--- src/tx_path_pkg.sv ---
// constants for the transmit command, data and status path
package tx_path_pkg;
   // register byte offsets
   localparam logic [7:0] OFS_DATA   = 8'h00;
   localparam logic [7:0] OFS_STATUS = 8'h04;
   localparam logic [7:0] OFS_CFG    = 8'h08;
   localparam logic [7:0] OFS_INFO   = 8'h0C;
   localparam int CFG_DISCARD_BIT = 0;
   localparam int INFO_ERR_BIT    = 0;
   localparam int INFO_USED_LSB   = 8;
   localparam logic CFG_RESET     = 1'b0;
   // first command word fields
   localparam int A_SIZE_LSB  = 0;
   localparam int A_LAST_BIT  = 12;
   localparam int A_FIRST_BIT = 13;
   localparam int A_OFF_LSB   = 16;
   localparam int A_ALIGN_LSB = 24;
   // second command word fields
   localparam int B_LEN_LSB   = 0;
   localparam int B_NOPAD_BIT = 12;
   localparam int B_NOCRC_BIT = 13;
   localparam int B_TAG_LSB   = 16;
   // status word fields
   localparam int S_DEF_BIT   = 0;
   localparam int S_EXDEF_BIT = 2;
   localparam int S_CC_LSB    = 3;
   localparam int S_EXCOL_BIT = 8;
   localparam int S_LATE_BIT  = 9;
   localparam int S_NOCAR_BIT = 10;
   localparam int S_LOST_BIT  = 11;
   localparam int S_ES_BIT    = 15;
   localparam int S_TAG_LSB   = 16;
   // status queue
   localparam int STAT_DEPTH = 4;
   localparam int STAT_AW    = 2;
   localparam logic [STAT_AW:0] STAT_FULL = 3'h4;
   typedef enum logic [1:0] {ALIGN_4, ALIGN_16, ALIGN_32, ALIGN_RSVD} align_e;
endpackage : tx_path_pkg

--- src/tx_command_data_status_path.sv ---
// transmit command parser, payload extractor and status queue with apb registers
//
// Design decisions made here: the address map and register access over APB.
`timescale 1ns/1ps
//////////////////////////////////////////////////////////////////////////////
module tx_command_data_status_path
   import tx_path_pkg::*;
(
   input  wire logic        pclk,
   input  wire logic        presetn,
   input  wire logic        psel,
   input  wire logic        penable,
   input  wire logic        pwrite,
   input  wire logic [7:0]  paddr,
   input  wire logic [31:0] pwdata,
   output logic      [31:0] prdata,
   output logic             pready,
   output logic             pslverr,
   output logic      [31:0] mac_data,
   output logic      [3:0]  mac_be,
   output logic             mac_valid,
   output logic             mac_last,
   output logic             mac_no_crc,
   output logic             mac_no_pad,
   input  wire logic        mac_ready,
   input  wire logic        mac_done,
   input  wire logic        mac_lost_carrier,
   input  wire logic        mac_no_carrier,
   input  wire logic        mac_late_col,
   input  wire logic        mac_excess_col,
   input  wire logic [3:0]  mac_col_count,
   input  wire logic        mac_excess_defer,
   input  wire logic        mac_deferred,
   input  wire logic        defer_check_enable,
   output logic             transmit_error_flag,
   output logic      [2:0]  status_fifo_used_count
);
   typedef enum {S_CMDA, S_CMDB, S_SKIP, S_DATA, S_PAD} parse_e;

   parse_e            st_r;
   logic [31:0]       cmda_r;
   logic [31:0]       cmdb_r;
   logic [10:0]       sum_r;
   logic [10:0]       cnt_r;
   logic [10:0]       data_cnt_r;
   logic [10:0]       pad_cnt_r;
   logic              first_r;
   logic              await_r;
   logic [15:0]       tag_r;
   logic              discard_r;
   logic              err_r;
   logic              ovr_r;
   logic [31:0]       stat_mem [STAT_DEPTH];
   logic [STAT_AW-1:0] wr_ptr_r;
   logic [STAT_AW-1:0] rd_ptr_r;
   logic [STAT_AW:0]  count_r;
   logic [31:0]       prdata_r;
   logic              pready_r;
   logic              pslverr_r;
   logic [31:0]       mac_data_r;
   logic [3:0]        mac_be_r;
   logic              mac_valid_r;
   logic              mac_last_r;
   logic              no_crc_r;
   logic              no_pad_r;
   logic [2:0]        used_r;

   // dwords the buffer occupies including its start offset dwords, rounded to alignment
   function automatic logic [10:0] aligned_words(input logic [10:0] used, input logic [1:0] al);
      logic [10:0] m;
      m = 11'h001;
      unique case (align_e'(al))
         ALIGN_16: m = 11'h004;
         ALIGN_32: m = 11'h008;
         default:  m = 11'h001;
      endcase
      return (used + m - 11'h001) & ~(m - 11'h001);
   endfunction : aligned_words

   //////////////////////////////////////////////////////////////////////////////
   // apb decode
   logic        acc;
   logic        done_x;
   logic        wr_data;
   logic        full;
   logic        suspend;
   logic        mapped;
   logic        can_take;
   assign acc      = psel && penable;
   assign done_x   = acc && pready_r;
   assign full     = (count_r == STAT_FULL);
   assign suspend  = full && !discard_r;
   assign mapped   = (paddr == OFS_DATA) || (paddr == OFS_STATUS) || (paddr == OFS_CFG) || (paddr == OFS_INFO);
   // data writes stall while a packet awaits its status so tags cannot overtake
   assign can_take = !(pwrite && paddr == OFS_DATA) || (!mac_valid_r && !await_r && !suspend);
   assign wr_data  = done_x && pwrite && (paddr == OFS_DATA) && !pslverr_r;

   always_ff @(posedge pclk or negedge presetn) begin
      if (!presetn) begin
         pready_r  <= 1'b0;
         pslverr_r <= 1'b0;
         prdata_r  <= 32'h0000_0000;
      end else begin
         pready_r  <= acc && !pready_r && (can_take || !mapped);
         pslverr_r <= acc && !pready_r && !mapped;
         prdata_r  <= 32'h0000_0000;
         if (acc && !pready_r && !pwrite) begin
            unique case (paddr)
               OFS_STATUS: prdata_r <= (count_r != '0) ? stat_mem[rd_ptr_r] : 32'h0000_0000;
               OFS_CFG:    prdata_r <= {31'h0000_0000, discard_r};
               OFS_INFO:   prdata_r <= {21'h00_0000, used_r, 7'h00, err_r};
               default:    prdata_r <= 32'h0000_0000;
            endcase
         end
      end
   end

   always_ff @(posedge pclk or negedge presetn) begin
      if (!presetn) begin
         discard_r <= CFG_RESET;
      end else if (done_x && pwrite && paddr == OFS_CFG) begin
         discard_r <= pwdata[CFG_DISCARD_BIT];
      end
   end

   //////////////////////////////////////////////////////////////////////////////
   // buffer parser
   logic [10:0] sz;
   logic [11:0] span;
   logic [10:0] dw;
   logic [10:0] used;
   logic [10:0] pad;
   logic [10:0] sum_nxt;
   logic        len_bad;
   assign sz      = cmda_r[A_SIZE_LSB +: 11];
   assign span    = {1'b0, sz} + {10'h000, cmda_r[A_OFF_LSB +: 2]};
   assign dw      = span[11:2] + {10'h000, (span[1:0] != 2'h0)};
   assign used    = dw + {8'h00, cmda_r[A_OFF_LSB+2 +: 3]};
   assign pad     = aligned_words(used, cmda_r[A_ALIGN_LSB +: 2]) - used;
   assign sum_nxt = (cmda_r[A_FIRST_BIT] ? 11'h000 : sum_r) + sz;
   assign len_bad = cmda_r[A_LAST_BIT] && (sum_nxt != pwdata[B_LEN_LSB +: 11]);

   always_ff @(posedge pclk or negedge presetn) begin
      if (!presetn) begin
         st_r       <= S_CMDA;
         cmda_r     <= 32'h0000_0000;
         cmdb_r     <= 32'h0000_0000;
         sum_r      <= 11'h000;
         cnt_r      <= 11'h000;
         data_cnt_r <= 11'h000;
         pad_cnt_r  <= 11'h000;
         first_r    <= 1'b0;
      end else if (wr_data) begin
         unique case (st_r)
            S_CMDA: begin
               cmda_r <= pwdata;
               st_r   <= S_CMDB;
            end
            S_CMDB: begin
               cmdb_r     <= pwdata;
               sum_r      <= sum_nxt;
               data_cnt_r <= dw;
               pad_cnt_r  <= pad;
               first_r    <= 1'b1;
               cnt_r      <= (cmda_r[A_OFF_LSB+2 +: 3] != 3'h0) ? {8'h00, cmda_r[A_OFF_LSB+2 +: 3]} :
                             ((dw != 11'h000) ? dw : pad);
               if (cmda_r[A_OFF_LSB+2 +: 3] != 3'h0) st_r <= S_SKIP;
               else if (dw != 11'h000) st_r <= S_DATA;
               else if (pad != 11'h000) st_r <= S_PAD;
               else st_r <= S_CMDA;
            end
            S_SKIP: begin
               cnt_r <= cnt_r - 11'h001;
               if (cnt_r == 11'h001) begin
                  st_r  <= (data_cnt_r != 11'h000) ? S_DATA : ((pad_cnt_r != 11'h000) ? S_PAD : S_CMDA);
                  cnt_r <= (data_cnt_r != 11'h000) ? data_cnt_r : pad_cnt_r;
               end
            end
            S_DATA: begin
               first_r <= 1'b0;
               cnt_r   <= cnt_r - 11'h001;
               if (cnt_r == 11'h001) begin
                  st_r  <= (pad_cnt_r != 11'h000) ? S_PAD : S_CMDA;
                  cnt_r <= pad_cnt_r;
               end
            end
            S_PAD: begin
               cnt_r <= cnt_r - 11'h001;
               if (cnt_r == 11'h001) st_r <= S_CMDA;
            end
         endcase
      end
   end

   //////////////////////////////////////////////////////////////////////////////
   // words toward the mac
   logic [3:0] lanes;
   always_comb begin
      lanes = 4'hF;
      if (first_r) lanes = 4'((4'hF << cmda_r[A_OFF_LSB +: 2]));
      if (cnt_r == 11'h001 && span[1:0] != 2'h0) lanes = lanes & ~4'((4'hF << span[1:0]));
   end

   always_ff @(posedge pclk or negedge presetn) begin
      if (!presetn) begin
         mac_valid_r <= 1'b0;
         mac_data_r  <= 32'h0000_0000;
         mac_be_r    <= 4'h0;
         mac_last_r  <= 1'b0;
         no_crc_r    <= 1'b0;
         no_pad_r    <= 1'b0;
      end else if (wr_data && st_r == S_DATA) begin
         mac_valid_r <= 1'b1;
         mac_data_r  <= pwdata;
         mac_be_r    <= lanes;
         mac_last_r  <= (cnt_r == 11'h001) && cmda_r[A_LAST_BIT];
         no_crc_r    <= cmdb_r[B_NOCRC_BIT] && !cmdb_r[B_NOPAD_BIT];
         no_pad_r    <= cmdb_r[B_NOPAD_BIT];
      end else if (mac_ready) begin
         mac_valid_r <= 1'b0;
      end
   end

   always_ff @(posedge pclk or negedge presetn) begin
      if (!presetn) begin
         await_r <= 1'b0;
         tag_r   <= 16'h0000;
      end else begin
         if (mac_valid_r && mac_ready && mac_last_r) begin
            await_r <= 1'b1;
            tag_r   <= cmdb_r[B_TAG_LSB +: 16];
         end else if (mac_done) begin
            await_r <= 1'b0;
         end
      end
   end

   //////////////////////////////////////////////////////////////////////////////
   // status word and status queue
   logic [31:0] stat_w;
   logic        push;
   logic        pop;
   logic        cmdb_bad;
   always_comb begin
      stat_w = 32'h0000_0000;
      stat_w[S_TAG_LSB +: 16] = tag_r;
      stat_w[S_LOST_BIT]  = mac_lost_carrier;
      stat_w[S_NOCAR_BIT] = mac_no_carrier;
      stat_w[S_LATE_BIT]  = mac_late_col;
      stat_w[S_EXCOL_BIT] = mac_excess_col;
      stat_w[S_CC_LSB +: 4] = mac_col_count;
      stat_w[S_EXDEF_BIT] = mac_excess_defer && defer_check_enable;
      stat_w[S_DEF_BIT]   = mac_deferred;
      stat_w[S_ES_BIT]    = |{stat_w[11:8], stat_w[2:1]};
   end

   assign push     = mac_done && await_r && !full && !ovr_r;
   assign pop      = done_x && !pwrite && paddr == OFS_STATUS && count_r != '0;
   assign cmdb_bad = !cmda_r[A_FIRST_BIT] && (pwdata != cmdb_r);
   always_ff @(posedge pclk) begin
      if (push) stat_mem[wr_ptr_r] <= stat_w;
   end
   always_ff @(posedge pclk or negedge presetn) begin
      if (!presetn) begin
         wr_ptr_r <= '0;
         rd_ptr_r <= '0;
         count_r  <= '0;
         ovr_r    <= 1'b0;
      end else begin
         if (push) wr_ptr_r <= wr_ptr_r + 1'b1;
         if (pop) rd_ptr_r <= rd_ptr_r + 1'b1;
         count_r <= count_r + {2'h0, push} - {2'h0, pop};
         if (mac_done && await_r && full && discard_r) ovr_r <= 1'b1;
         else if (pop) ovr_r <= 1'b0;
      end
   end
   // host clears the error flag by writing one; a new error in that cycle wins
   always_ff @(posedge pclk or negedge presetn) begin
      if (!presetn) begin
         err_r <= 1'b0;
      end else if ((wr_data && st_r == S_CMDB && (len_bad || cmdb_bad)) ||
                   (mac_done && await_r && full && !discard_r)) begin
         err_r <= 1'b1;
      end else if (done_x && pwrite && paddr == OFS_INFO && pwdata[INFO_ERR_BIT]) begin
         err_r <= 1'b0;
      end
   end
   always_ff @(posedge pclk or negedge presetn) begin
      if (!presetn) used_r <= 3'h0;
      else used_r <= ovr_r ? 3'h0 : count_r;
   end
   assign prdata                 = prdata_r;
   assign pready                 = pready_r;
   assign pslverr                = pslverr_r;
   assign mac_data               = mac_data_r;
   assign mac_be                 = mac_be_r;
   assign mac_valid              = mac_valid_r;
   assign mac_last               = mac_last_r;
   assign mac_no_crc             = no_crc_r;
   assign mac_no_pad             = no_pad_r;
   assign transmit_error_flag    = err_r;
   assign status_fifo_used_count = used_r;
endmodule : tx_command_data_status_path

--- config.mk ---
export PLATFORM = sky130hd
export DESIGN_NAME = tx_command_data_status_path
export DESIGN_NICKNAME = d
export VERILOG_FILES = /design/src/tx_path_pkg.sv /design/src/tx_command_data_status_path.sv
export SDC_FILE = /design/constraint.sdc
export NUM_CORES = 1
export LEC_CHECK = 0
export BUFFER_PORTS_ARGS = -buffer_cell sky130_fd_sc_hd__buf_2
export CORE_UTILIZATION = 40
export CTS_CLUSTER_DIAMETER = 200
export DETAILED_ROUTE_END_ITERATION = 12
export PLACE_DENSITY_LB_ADDON = 0.25
export SLEW_MARGIN = 20
export SYNTH_ARGS = -nofsm -noshare
export SYNTH_HDL_FRONTEND = slang
export SYNTH_SLANG_ARGS = --single-unit
--- constraint.sdc ---
create_clock -name pclk -period 10.3 [get_ports pclk]
set_input_delay 2.06 -clock pclk [delete_from_list [all_inputs] [get_ports pclk]]
set_output_delay 2.06 -clock pclk [all_outputs]
set_load 0.03 [all_outputs]
# After elaboration in Yosys (flattened, before gate mapping)
# Memories as Yosys holds them, arrays and structs flattened.
# Cells that the tools add are included.
[op_classes]
add_sub_neg = 13
eq_ne = 18
shifts = 2
n_mux = 34
n_reduce_logical = 77
n_bitwise = 4
[op_table]
columns = ["cell", "n"]
rows = [
  ["$mux W32", 6],
  ["$pmux W32 S5", 1],
  ["$eq A32 B2 Y1 const B", 3],
  ["$pmux W32 S3", 1],
  ["$mux W11", 6],
  ["$eq A32 B3 Y1 const B", 2],
  ["$pmux W11 S4", 1],
  ["$reduce_bool A11 Y1", 4],
  ["$logic_and A1 B1 Y1", 36],
  ["$sub A11 B1 Y11 const B", 3],
  ["$eq A32 B1 Y1 const B", 1],
  ["$logic_not A32 Y1", 1],
  ["$ne A32 B32 Y1", 1],
  ["$add A11 B11 Y11", 2],
  ["$eq A8 B4 Y1 const B", 2],
  ["$mux W3", 5],
  ["$logic_not A1 Y1", 13],
  ["$add A11 B2 Y12", 1],
  ["$reduce_bool A2 Y1", 6],
  ["$add A10 B1 Y11", 1],
  ["$add A11 B3 Y11", 1],
  ["$and A11 B11 Y11", 1],
  ["$eq A11 B1 Y1 const B", 1],
  ["$ne A11 B11 Y1", 1],
  ["other kinds (24)", 48],
]
[totals]
in_bits = 58
regBits = 239
word_cells = 175
mem_bits_rw = 108
out_inout_bits = 78
memories = 1
[memory_table]
columns = ["memory", "words", "word_bits", "read_ports", "rd_clocked_by_memory_dff", "write_ports", "line_no", "text"]
rows = [
  ["stat_mem", 4, 27, 1, 0, 1, "tx_command_data_status_path.sv:53", "logic [31:0] stat_mem [STAT_DEPTH];"],
]

# Longest topological paths before layout
# Gate-level depths: netlist of the first run.
[depth]
ltp_word = 13
depth_mapped = 28
depth_no_buf = 27

# Worst setup path after synthesis of the first run
# Ideal clock, no wire load.
[synth_path]
path_kind = "flip-flop to flip-flop"
from = "register cmda_r[16]"
to = "register cnt_r[9]"
setup_slack_ps = 4517
arrival_time_ps = 5659
n_path_buf = 1
period_less_slack_ps = 5783
stages_incl_launch_ff = 29
setup_time_ps = 124
required_ps = 10176
path_cell_list = "dfrtp_1 -> ha_1 -> inv_1 -> fa_1 -> buf_4 -> xnor2_1 -> ha_1 -> ha_1 -> xnor2_1 -> ha_1 -> and3_1 -> a211oi_2 -> xnor2_1 -> xnor2_1 -> xnor2_1 -> ha_1 -> nor2b_1 -> o21ai_0 -> nand2b_1 -> a21oi_1 -> xnor2_1 -> ha_1 -> a2111oi_0 -> o31ai_1 -> a21oi_1 -> xor2_1 -> nor2_1 -> o21ai_0 -> a21oi_1"
[synth_via]
elab_chain_cells = 11
word_cells_on_any_way = 12
cone_classes = "6 x add/sub; 3 x mux; 1 x bitwise; 2 x reduce/logical"
[synth_rtl]
columns = ["item", "line_no", "text"]
rows = [
  ["start: declaration", "tx_command_data_status_path.sv:41", "logic [31:0] cmda_r;"],
  ["start signal: assignment", "tx_command_data_status_path.sv:156", "cmda_r <= pwdata;"],
  ["$add A11 B2 Y12 (*)", "tx_command_data_status_path.sv:136", "assign span = {1'b0, sz} + {10'h000, cmda_r[A_OFF_LSB +: 2]};"],
  ["$reduce_bool A2 Y1", "tx_command_data_status_path.sv:137", "assign dw = span[11:2] + {10'h000, (span[1:0] != 2'h0)};"],
  ["$add A10 B1 Y11 (*)", "tx_command_data_status_path.sv:137", ""],
  ["via dw[2]", "tx_command_data_status_path.sv:130", "logic [10:0] dw;"],
  ["$add A11 B3 Y11", "tx_command_data_status_path.sv:138", "assign used = dw + {8'h00, cmda_r[A_OFF_LSB+2 +: 3]};"],
  ["$add A11 B11 Y11", "tx_command_data_status_path.sv:77", "return (used + m - 11'h001) & ~(m - 11'h001);"],
  ["$sub A11 B1 Y11", "tx_command_data_status_path.sv:77", ""],
  ["$and A11 B11 Y11", "tx_command_data_status_path.sv:77", ""],
  ["$sub A11 B11 Y11", "tx_command_data_status_path.sv:139", "assign pad = aligned_words(used, cmda_r[A_ALIGN_LSB +: 2]) - used;"],
  ["$mux W11 (*)", "tx_command_data_status_path.sv:166", "((dw != 11'h000) ? dw : pad);"],
  ["$mux W11 (*)", "tx_command_data_status_path.sv:165", "cnt_r <= (cmda_r[A_OFF_LSB+2 +: 3] != 3'h0) ? {8'h00, cmda_r[A_OFF_LSB+2 +: 3]} :"],
  ["$pmux W11 S4 (*)", "tx_command_data_status_path.sv:154", "unique case (st_r)"],
  ["end signal: assignment", "tx_command_data_status_path.sv:165", ""],
  ["end signal: assignment", "tx_command_data_status_path.sv:173", "cnt_r <= cnt_r - 11'h001;"],
  ["end signal: assignment", "tx_command_data_status_path.sv:176", "cnt_r <= (data_cnt_r != 11'h000) ? data_cnt_r : pad_cnt_r;"],
  ["end: declaration", "tx_command_data_status_path.sv:44", "logic [10:0] cnt_r;"],
]
# Mark *: on every way through the listed nets, which the timed path passes. The rest lies on a longest branch.
# A chain may end at the register's enable or synchronous reset.

# Worst setup path in the final report of the first run
# Ends and elaborated chain as after synthesis.

==> results by group, run 1 <==
Setup path
  – Data required, critical path: 10.71 ns
  – Worst path slowest cell: fa_1
  – R2R cell count: 27
  – RR Endpoint: cnt_r[9]
  – Reg2reg start: cmda_r[16]
  – Crit path kind: register to register
  – Max FO, Critical Path: 11
  – Critical Path AT: a little over 7 ns
  – CP Launch Type: register
  – CP max stage delay: 0.52 ns
  – Crit. End Element: register
  – Setup crit end: cnt_r[9]
  – R2R setup slack: ~3.5 ns
  – Worst Setup SP: cmda_r[16]

Routing
  – Iter 0 DRT Violations: 613
  – # DRC: 0
  – Final ANT Viol Nets: 0
  – Pre-antenna DRT Iters: 5
  – Wire per inst: approximately 19 um
  – Vias: ~10000
  – Via density per instance: between 5 and 6
  – Total Wirelength: 34900 um

Logic synthesis
  – Synth Register Bits: between 300 and 400
  – Async SR Flop Fraction: 64.8%
  – Post-Syn Instances: 1263
  – Avg Inst Size Synth: 11.8 um^2
  – Register area share after synthesis: between 50% and 60%
  – Ys Warns: 0
  – Post-synth EDFFs: about 110
  – Top_reg_cell synth: dfrtp_1
  – Netlist cell types: about 70
  – Synthesized cell area: roughly 15000 um^2

Timing
  – RSZ-0062 raised after global routing: no
  – Setup Skew: about 0.017 ns
  – Normalized max-slew margin: 29.0%
  – Final Hold Vio Count: 0
  – Worst Tran Pin Value: 1.06 ns
  – Fmax: ~150 MHz
  – # setup viols final: 0
  – Crit share post-route: about 66%
  – Tmin final: 6.76 ns
  – Final Max Tran Viols: 0
  – Setup TNS: 0 ns

CTS
  – CTS buffer count: 35
  – H-tree depth: 2
  – TritonCTS clock tree: done
  – Hold_buf cts: 0
  – Post-CTS setup buffers: 0
  – Clock transition at path regs: ~0.05 ns
  – CTS Sinks: roughly 310
  – Clk Latency, worst-skew pair: between 0.5 and 0.6 ns
  – Root Buffer: clkbuf_16
  – Maximum clock path buffer count: 3
  – Post_cts resized: 0

Layout
  – Fin nets: roughly 1500
  – Design area: roughly 17000 um^2
  – Commonest non-fill, non-tap cell in the layout: dfrtp_1
  – Final Non-Filler Cells: around 1900
  – Area growth syn-to-layout: 15.3%
  – ANT cells: 0
  – Commonest cells after routing, fill and taps aside: dfrtp_1, nand2_1, buf_2, edfxtp_1, xnor2_1
  – Final core utilization: a little under half
  – Layout cells sized above 1: between 20% and 30%

Status
  – Status: complete, no violations

GRT
  – GRT Util Overall: between 10% and 20%
  – Congestion Overflow GR: 0
  – Initial antenna violation count: 0
  – Largest net degree at the start of global routing: 86
  – Vias in the first global route: approximately 10000
  – Global-route wire length before repair: ~56000 um

Place
  – Port Buf Inserts: 130
  – Inst Count DP: 1814
  – Detailed placer's ending HPWL: roughly 24000 um
  – Placer Congestion: 0.831
  – Post-Place Cell Area: between 15000 and 20000 um^2

Worst hold path
  – Hold Path Class: register to register

Power and ir drop
  – VDD IR max: ~0.12 mV
  – Final Power: between 0.002 and 0.003 W
  – PwrDens: 152 nW/um^2
  – Lkg Pwr: approximately 8.0 nW

Die
  – Core Box Area: about 37000 um^2
  – Die Y: between 150 and 200 um
  – Initial core utilization: about 41%
  – Die area: approximately 38000 um^2
  – Die X: 195 um
  – Site row count: 70
  – I/O pins: ~140

Flow run
  – Max-cap violations: 0
## where the power goes
group,switching [W],total (W),internal (W)
clock,0.000503,0.00129,0.000783
sequential,0.000000609,0.00126,0.00126
combinational,0.0000450,0.0000632,0.0000182
total,0.000549,0.00261,0.00206
## Yosys cell counts, types with 3 or more instances
cell type,count,area [um^2]
a211oi_1,3,22.5
a21o_1,8,60.1
a21oi_1,39,195
a22oi_1,20,150
a31oi_1,6,37.5
and2_1,9,56.3
and3_1,31,194
buf_2,4,20.0
buf_4,6,45.0
clkbuf_1,45,169
dfrtp_1,199,4980
edfxtp_1,108,3240
fa_1,5,100
ha_1,45,563
inv_1,46,173
mux2_2,75,845
mux2i_1,3,30.0
mux4_2,27,608
nand2_1,187,702
nand2b_1,12,75.1
nand3_1,18,90.1
nand4_1,15,93.8
nand4b_1,4,35.0
nor2_1,39,146
nor2b_1,21,131
nor3_1,18,90.1
nor4_1,11,68.8
o211ai_1,5,37.5
o21a_1,6,45.0
o21ai_0,57,285
o21bai_1,8,60.1
o221ai_1,3,26.3
o22ai_1,11,68.8
o31ai_1,6,45.0
or2_2,7,43.8
or3_1,5,31.3
xnor2_1,93,815
xor2_1,18,158
## metrics by stage
step	hold slack [ns]	setup WS (ns)
floorplan	0.431	4.52
global placement	0.443	3.81
detailed placement	0.454	3.57
CTS	0.466	3.55
global route	0.496	2.84
finish	0.464	3.54
## registers in the layout, indices dropped and copies added, names as in the netlist, 2 cells and up
register,count
cnt_r,11
sum_r,11
count_r,3
rd_ptr_r,2
mac_be,4
wr_ptr_r,2
stat_mem,108
st_r,3
pad_cnt_r,11
data_cnt_r,11
cmdb_r,32
cmda_r,20
prdata,27
mac_data,32
status_fifo_used_count,3
tag_r,16
## worst min-delay path by stage
stage,from,endpoint,cells past startpoint
floorplan,sum_r[0],sum_r[0],2
finish,sum_r[7],sum_r[7],2
detailed placement,sum_r[7],sum_r[7],2
global placement,sum_r[7],sum_r[7],2
global route,mac_be[1],mac_be[1],2
CTS,sum_r[7],sum_r[7],2
## layer usage
metal	global-route usage (%)	part of all wire, %	wire length (um)
met1	26.0	47	16400
met2	30.1	46	16100
met3	2.82	4.4	1530
met4	5.66	2.4	850
met5	0	0	0
## worst max-delay path: cells and delay by family, from the launching register on
kind                       cells  cell delay [ns]
and+or+nand+nor                4             0.48
AOI/OAI and AO/OA              8             1.90
adders and majority gates      7             2.24
xor gates and xnor gates       7             1.57
buffers and inverters          1             0.07
DFF                            1             0.38
## cell families after synthesis
group	count (synthesis)	synth area share [%]
AOI/OAI and AO/OA	195	8.59
xor gates and xnor gates	111	6.51
adders and majority gates	51	4.51
buffers and inverters	104	2.85
DFF	307	55.1
muxes	106	10.0
other	1	0.0251
and+or+nand+nor	388	12.4
## layout make-up
cell class | count | area (um^2)
clock inverter | 12 | 173
sequential | 307 | 8220
tap | 468 | 586
timing repair buffer | 137 | 712
multi-input combinational | 856 | 6320
fill | 3309 | 19500
inverter | 46 | 173
clock buffer | 51 | 1040
Power figures use the tool's default switching activity.
==> run 2: changes to the inputs <==
==> constraint.sdc (replaced) <==
create_clock -name pclk -period 6.3 [get_ports pclk]
set_input_delay 1.26 -clock pclk [delete_from_list [all_inputs] [get_ports pclk]]
set_output_delay 1.26 -clock pclk [all_outputs]
set_load 0.03 [all_outputs]
==> results by group, run 2 (synthesis gave the netlist of run 1 again) <==
Power and ir drop
  – Sequential Power Share: 48.0% (-0.3 points)
  – Pint: 0.00340 W (+65%)
  – Clk pwr share: 49.6% (+0.3 points)
  – PwrDens: 248 nW/um^2 (+63%)
  – VDD IR max: 0.164 mV (+42%)
  – Lkg Pwr: 8.06 nW (+0.73%)
  – Switch share: 20.9% (-0.13 points)
  – Switching pwr: 0.000898 W (+64%)
  – Comb pwr share: 2.4% (about the same)

Routing
  – Final ANT Viol Nets: 0 (unchanged)
  – Vias: 9943 (-0.26%)
  – Wire per inst: 18.6 um (+0.21%)
  – Pre-antenna DRT Iters: 5 (unchanged)
  – # DRC: 0 (unchanged)
  – Via density per instance: 5.27 (-0.74%)
  – Total Wirelength: 35100 um (+0.69%)
  – Iter 0 DRT Violations: 478 (-22%)

Setup path
  – Data required, critical path: 6.68 ns (-4.03 ns)
  – Crit path kind: register to register
  – R2R cell count: 27 (unchanged)
  – RR Endpoint: st_r[2]
  – Max FO, Critical Path: 4 (-7)
  – Critical Path AT: 6.18 ns (-0.99 ns)
  – Reg2reg start: cmda_r[16]
  – CP Launch Type: register
  – Crit. End Element: register
  – R2R setup slack: 0.50 ns (-3.04 ns)
  – Worst Setup SP: cmda_r[16]

Layout
  – # fillers: 3307 (-0.060%)
  – Final Non-Filler Cells: 1886 (+0.48%)
  – Layout cells sized above 1: 23.8% (+0.79 points)
  – Reg with most FFs: stat_mem
  – Fin nets: 1500 (+0.60%)
  – Footprint of the multi-input gates: 6350 um^2 (+0.49%)
  – Register area: 8220 um^2 (unchanged)
  – Max reg flops: 108 (unchanged)
  – Area growth syn-to-layout: 16.2%
  – Commonest non-fill, non-tap cell in the layout: dfrtp_1
  – Commonest cells after routing, fill and taps aside: dfrtp_1, nand2_1, buf_2, edfxtp_1, xnor2_1

Timing
  – # setup viols final: 0 (unchanged)
  – Tmin final: 5.80 ns (-0.956 ns)
  – Setup TNS: 0 ns (unchanged)
  – Final Max Tran Viols: 0 (unchanged)
  – Crit share post-route: 92.1% (+26 points)
  – Worst Tran Pin Value: 1.03 ns (-0.0307 ns)
  – Normalized max-slew margin: 31.0% (+2.0 points)
  – Final Hold Vio Count: 0 (unchanged)
  – Setup Skew: 0.0163 ns (-0.000753 ns)
  – Fmax: 172 MHz (+16%)
  – RSZ-0062 raised after global routing: no

GRT
  – Vias in the first global route: 9926 (-0.85%)
  – Congestion Overflow GR: 0 (unchanged)
  – Initial antenna violation count: 2 (+2)
  – Largest net degree at the start of global routing: 104 (+21%)
  – GRT Util Overall: 18.7% (+0.092 points)
  – Global-route wire length before repair: 55900 um (+0.27%)

CTS
  – TritonCTS clock tree: done
  – CTS Sinks: 307 (unchanged)
  – Clk Latency, worst-skew pair: 0.53 ns (about the same)
  – Maximum clock path buffer count: 3 (unchanged)
  – Clock transition at path regs: 0.05 ns (about the same)
  – H-tree depth: 2 (unchanged)
  – Hold_buf cts: 0 (unchanged)
  – Root Buffer: clkbuf_16
  – CTS buffer count: 35 (unchanged)

Worst hold path
  – Hold Path Class: register to register
  – HP Start: sum_r[8]
  – Worst Hold Depth: 2 (unchanged)
  – Hold path endpoint: sum_r[8]

Die
  – Die area: 38100 um^2 (unchanged)
  – Die X: 195 um (unchanged)
  – Die Y: 195 um (unchanged)
  – Site row count: 70 (unchanged)
  – Initial core utilization: 40.7% (unchanged)
  – I/O pins: 136 (unchanged)
  – Core Box Area: 36700 um^2 (unchanged)

Place
  – Placer Congestion: 0.854 (+2.7%)
  – Port Buf Inserts: 130 (unchanged)
  – Inst Count DP: 1821 (+0.39%)
  – Detailed placer's ending HPWL: 24000 um (+1.0%)

Flow run
  – Max-cap violations: 0 (unchanged)

Status
  – Status: complete, no violations
==> run 2: timing repair <==
item / in CTS / in global routing
endpoints found under the setup margin: 0 / 10
buffers inserted: 0 / 2
resized for setup: 0 / 6
==> run 2: stage by stage <==
step                power [W]  setup slack [ns]  utilization (%)  instance area (um^2)  hold slack, ns
floorplan             0.00213             0.517                -                 15000           0.431
global placement      0.00221             0.279             43.8                 16100           0.444
detailed placement    0.00221            0.0394             43.8                 16100           0.449
CTS                   0.00435           0.00274             47.2                 17300           0.461
global route          0.00443            0.0146             47.3                 17400           0.478
finish                0.00430             0.498             47.3                 17400           0.459
==> run 2: worst max path at each step <==
stage / slack (ns) / to / cells after the start
CTS: 0.003 / cnt_r[9] / 27
finish: 0.50 / st_r[2] / 27
global placement: 0.28 / cnt_r[9] / 27
global route: 0.01 / st_r[2] / 27
floorplan: 0.52 / cnt_r[9] / 28
detailed placement: 0.04 / cnt_r[9] / 27
==> run 2: cell type report <==
type	instances	area share, %
timing repair buffer	146	4.56
sequential	307	47.4
inverter	46	0.995
multi-input combinational	856	36.6
clock buffer	47	5.65
antenna	1	0.0144
clock inverter	15	1.41
tap	468	3.37
==> run 2: power by group through the flow <==
stage	logic, W	clock network (W)	registers, W
final	0.000103	0.00213	0.00206
after global placement	0.000106	0	0.00210
after global routing	0.000115	0.00226	0.00206
after floorplan	0.0000307	0	0.00210
after CTS	0.000107	0.00218	0.00206
after detailed placement	0.000106	0	0.00210
==> run 2: worst max-delay path: stages, from the launching register on <==
cell	delay (ns)
dfrtp_1	0.39
ha_2	0.22
inv_1	0.05
fa_1	0.54
nand2b_1	0.09
ha_1	0.22
ha_1	0.24
xnor2_2	0.23
ha_1	0.27
and3_1	0.18
a211oi_2	0.21
xnor2_1	0.20
xnor2_2	0.13
xnor2_1	0.14
ha_1	0.36
a21o_1	0.20
a21oi_1	0.21
o21bai_1	0.09
a21oi_1	0.22
xnor2_1	0.15
ha_1	0.28
nand2_1	0.07
nand2_1	0.05
a31o_2	0.22
a21o_1	0.17
a21oi_1	0.22
xnor2_2	0.17
a41oi_1	0.14
==> run 2: metal layers <==
metal,track usage [%],part of all wire [%]
met5,0,0
met4,6.12,2.7
met3,2.80,4.1
met2,30.1,46
met1,26.0,47
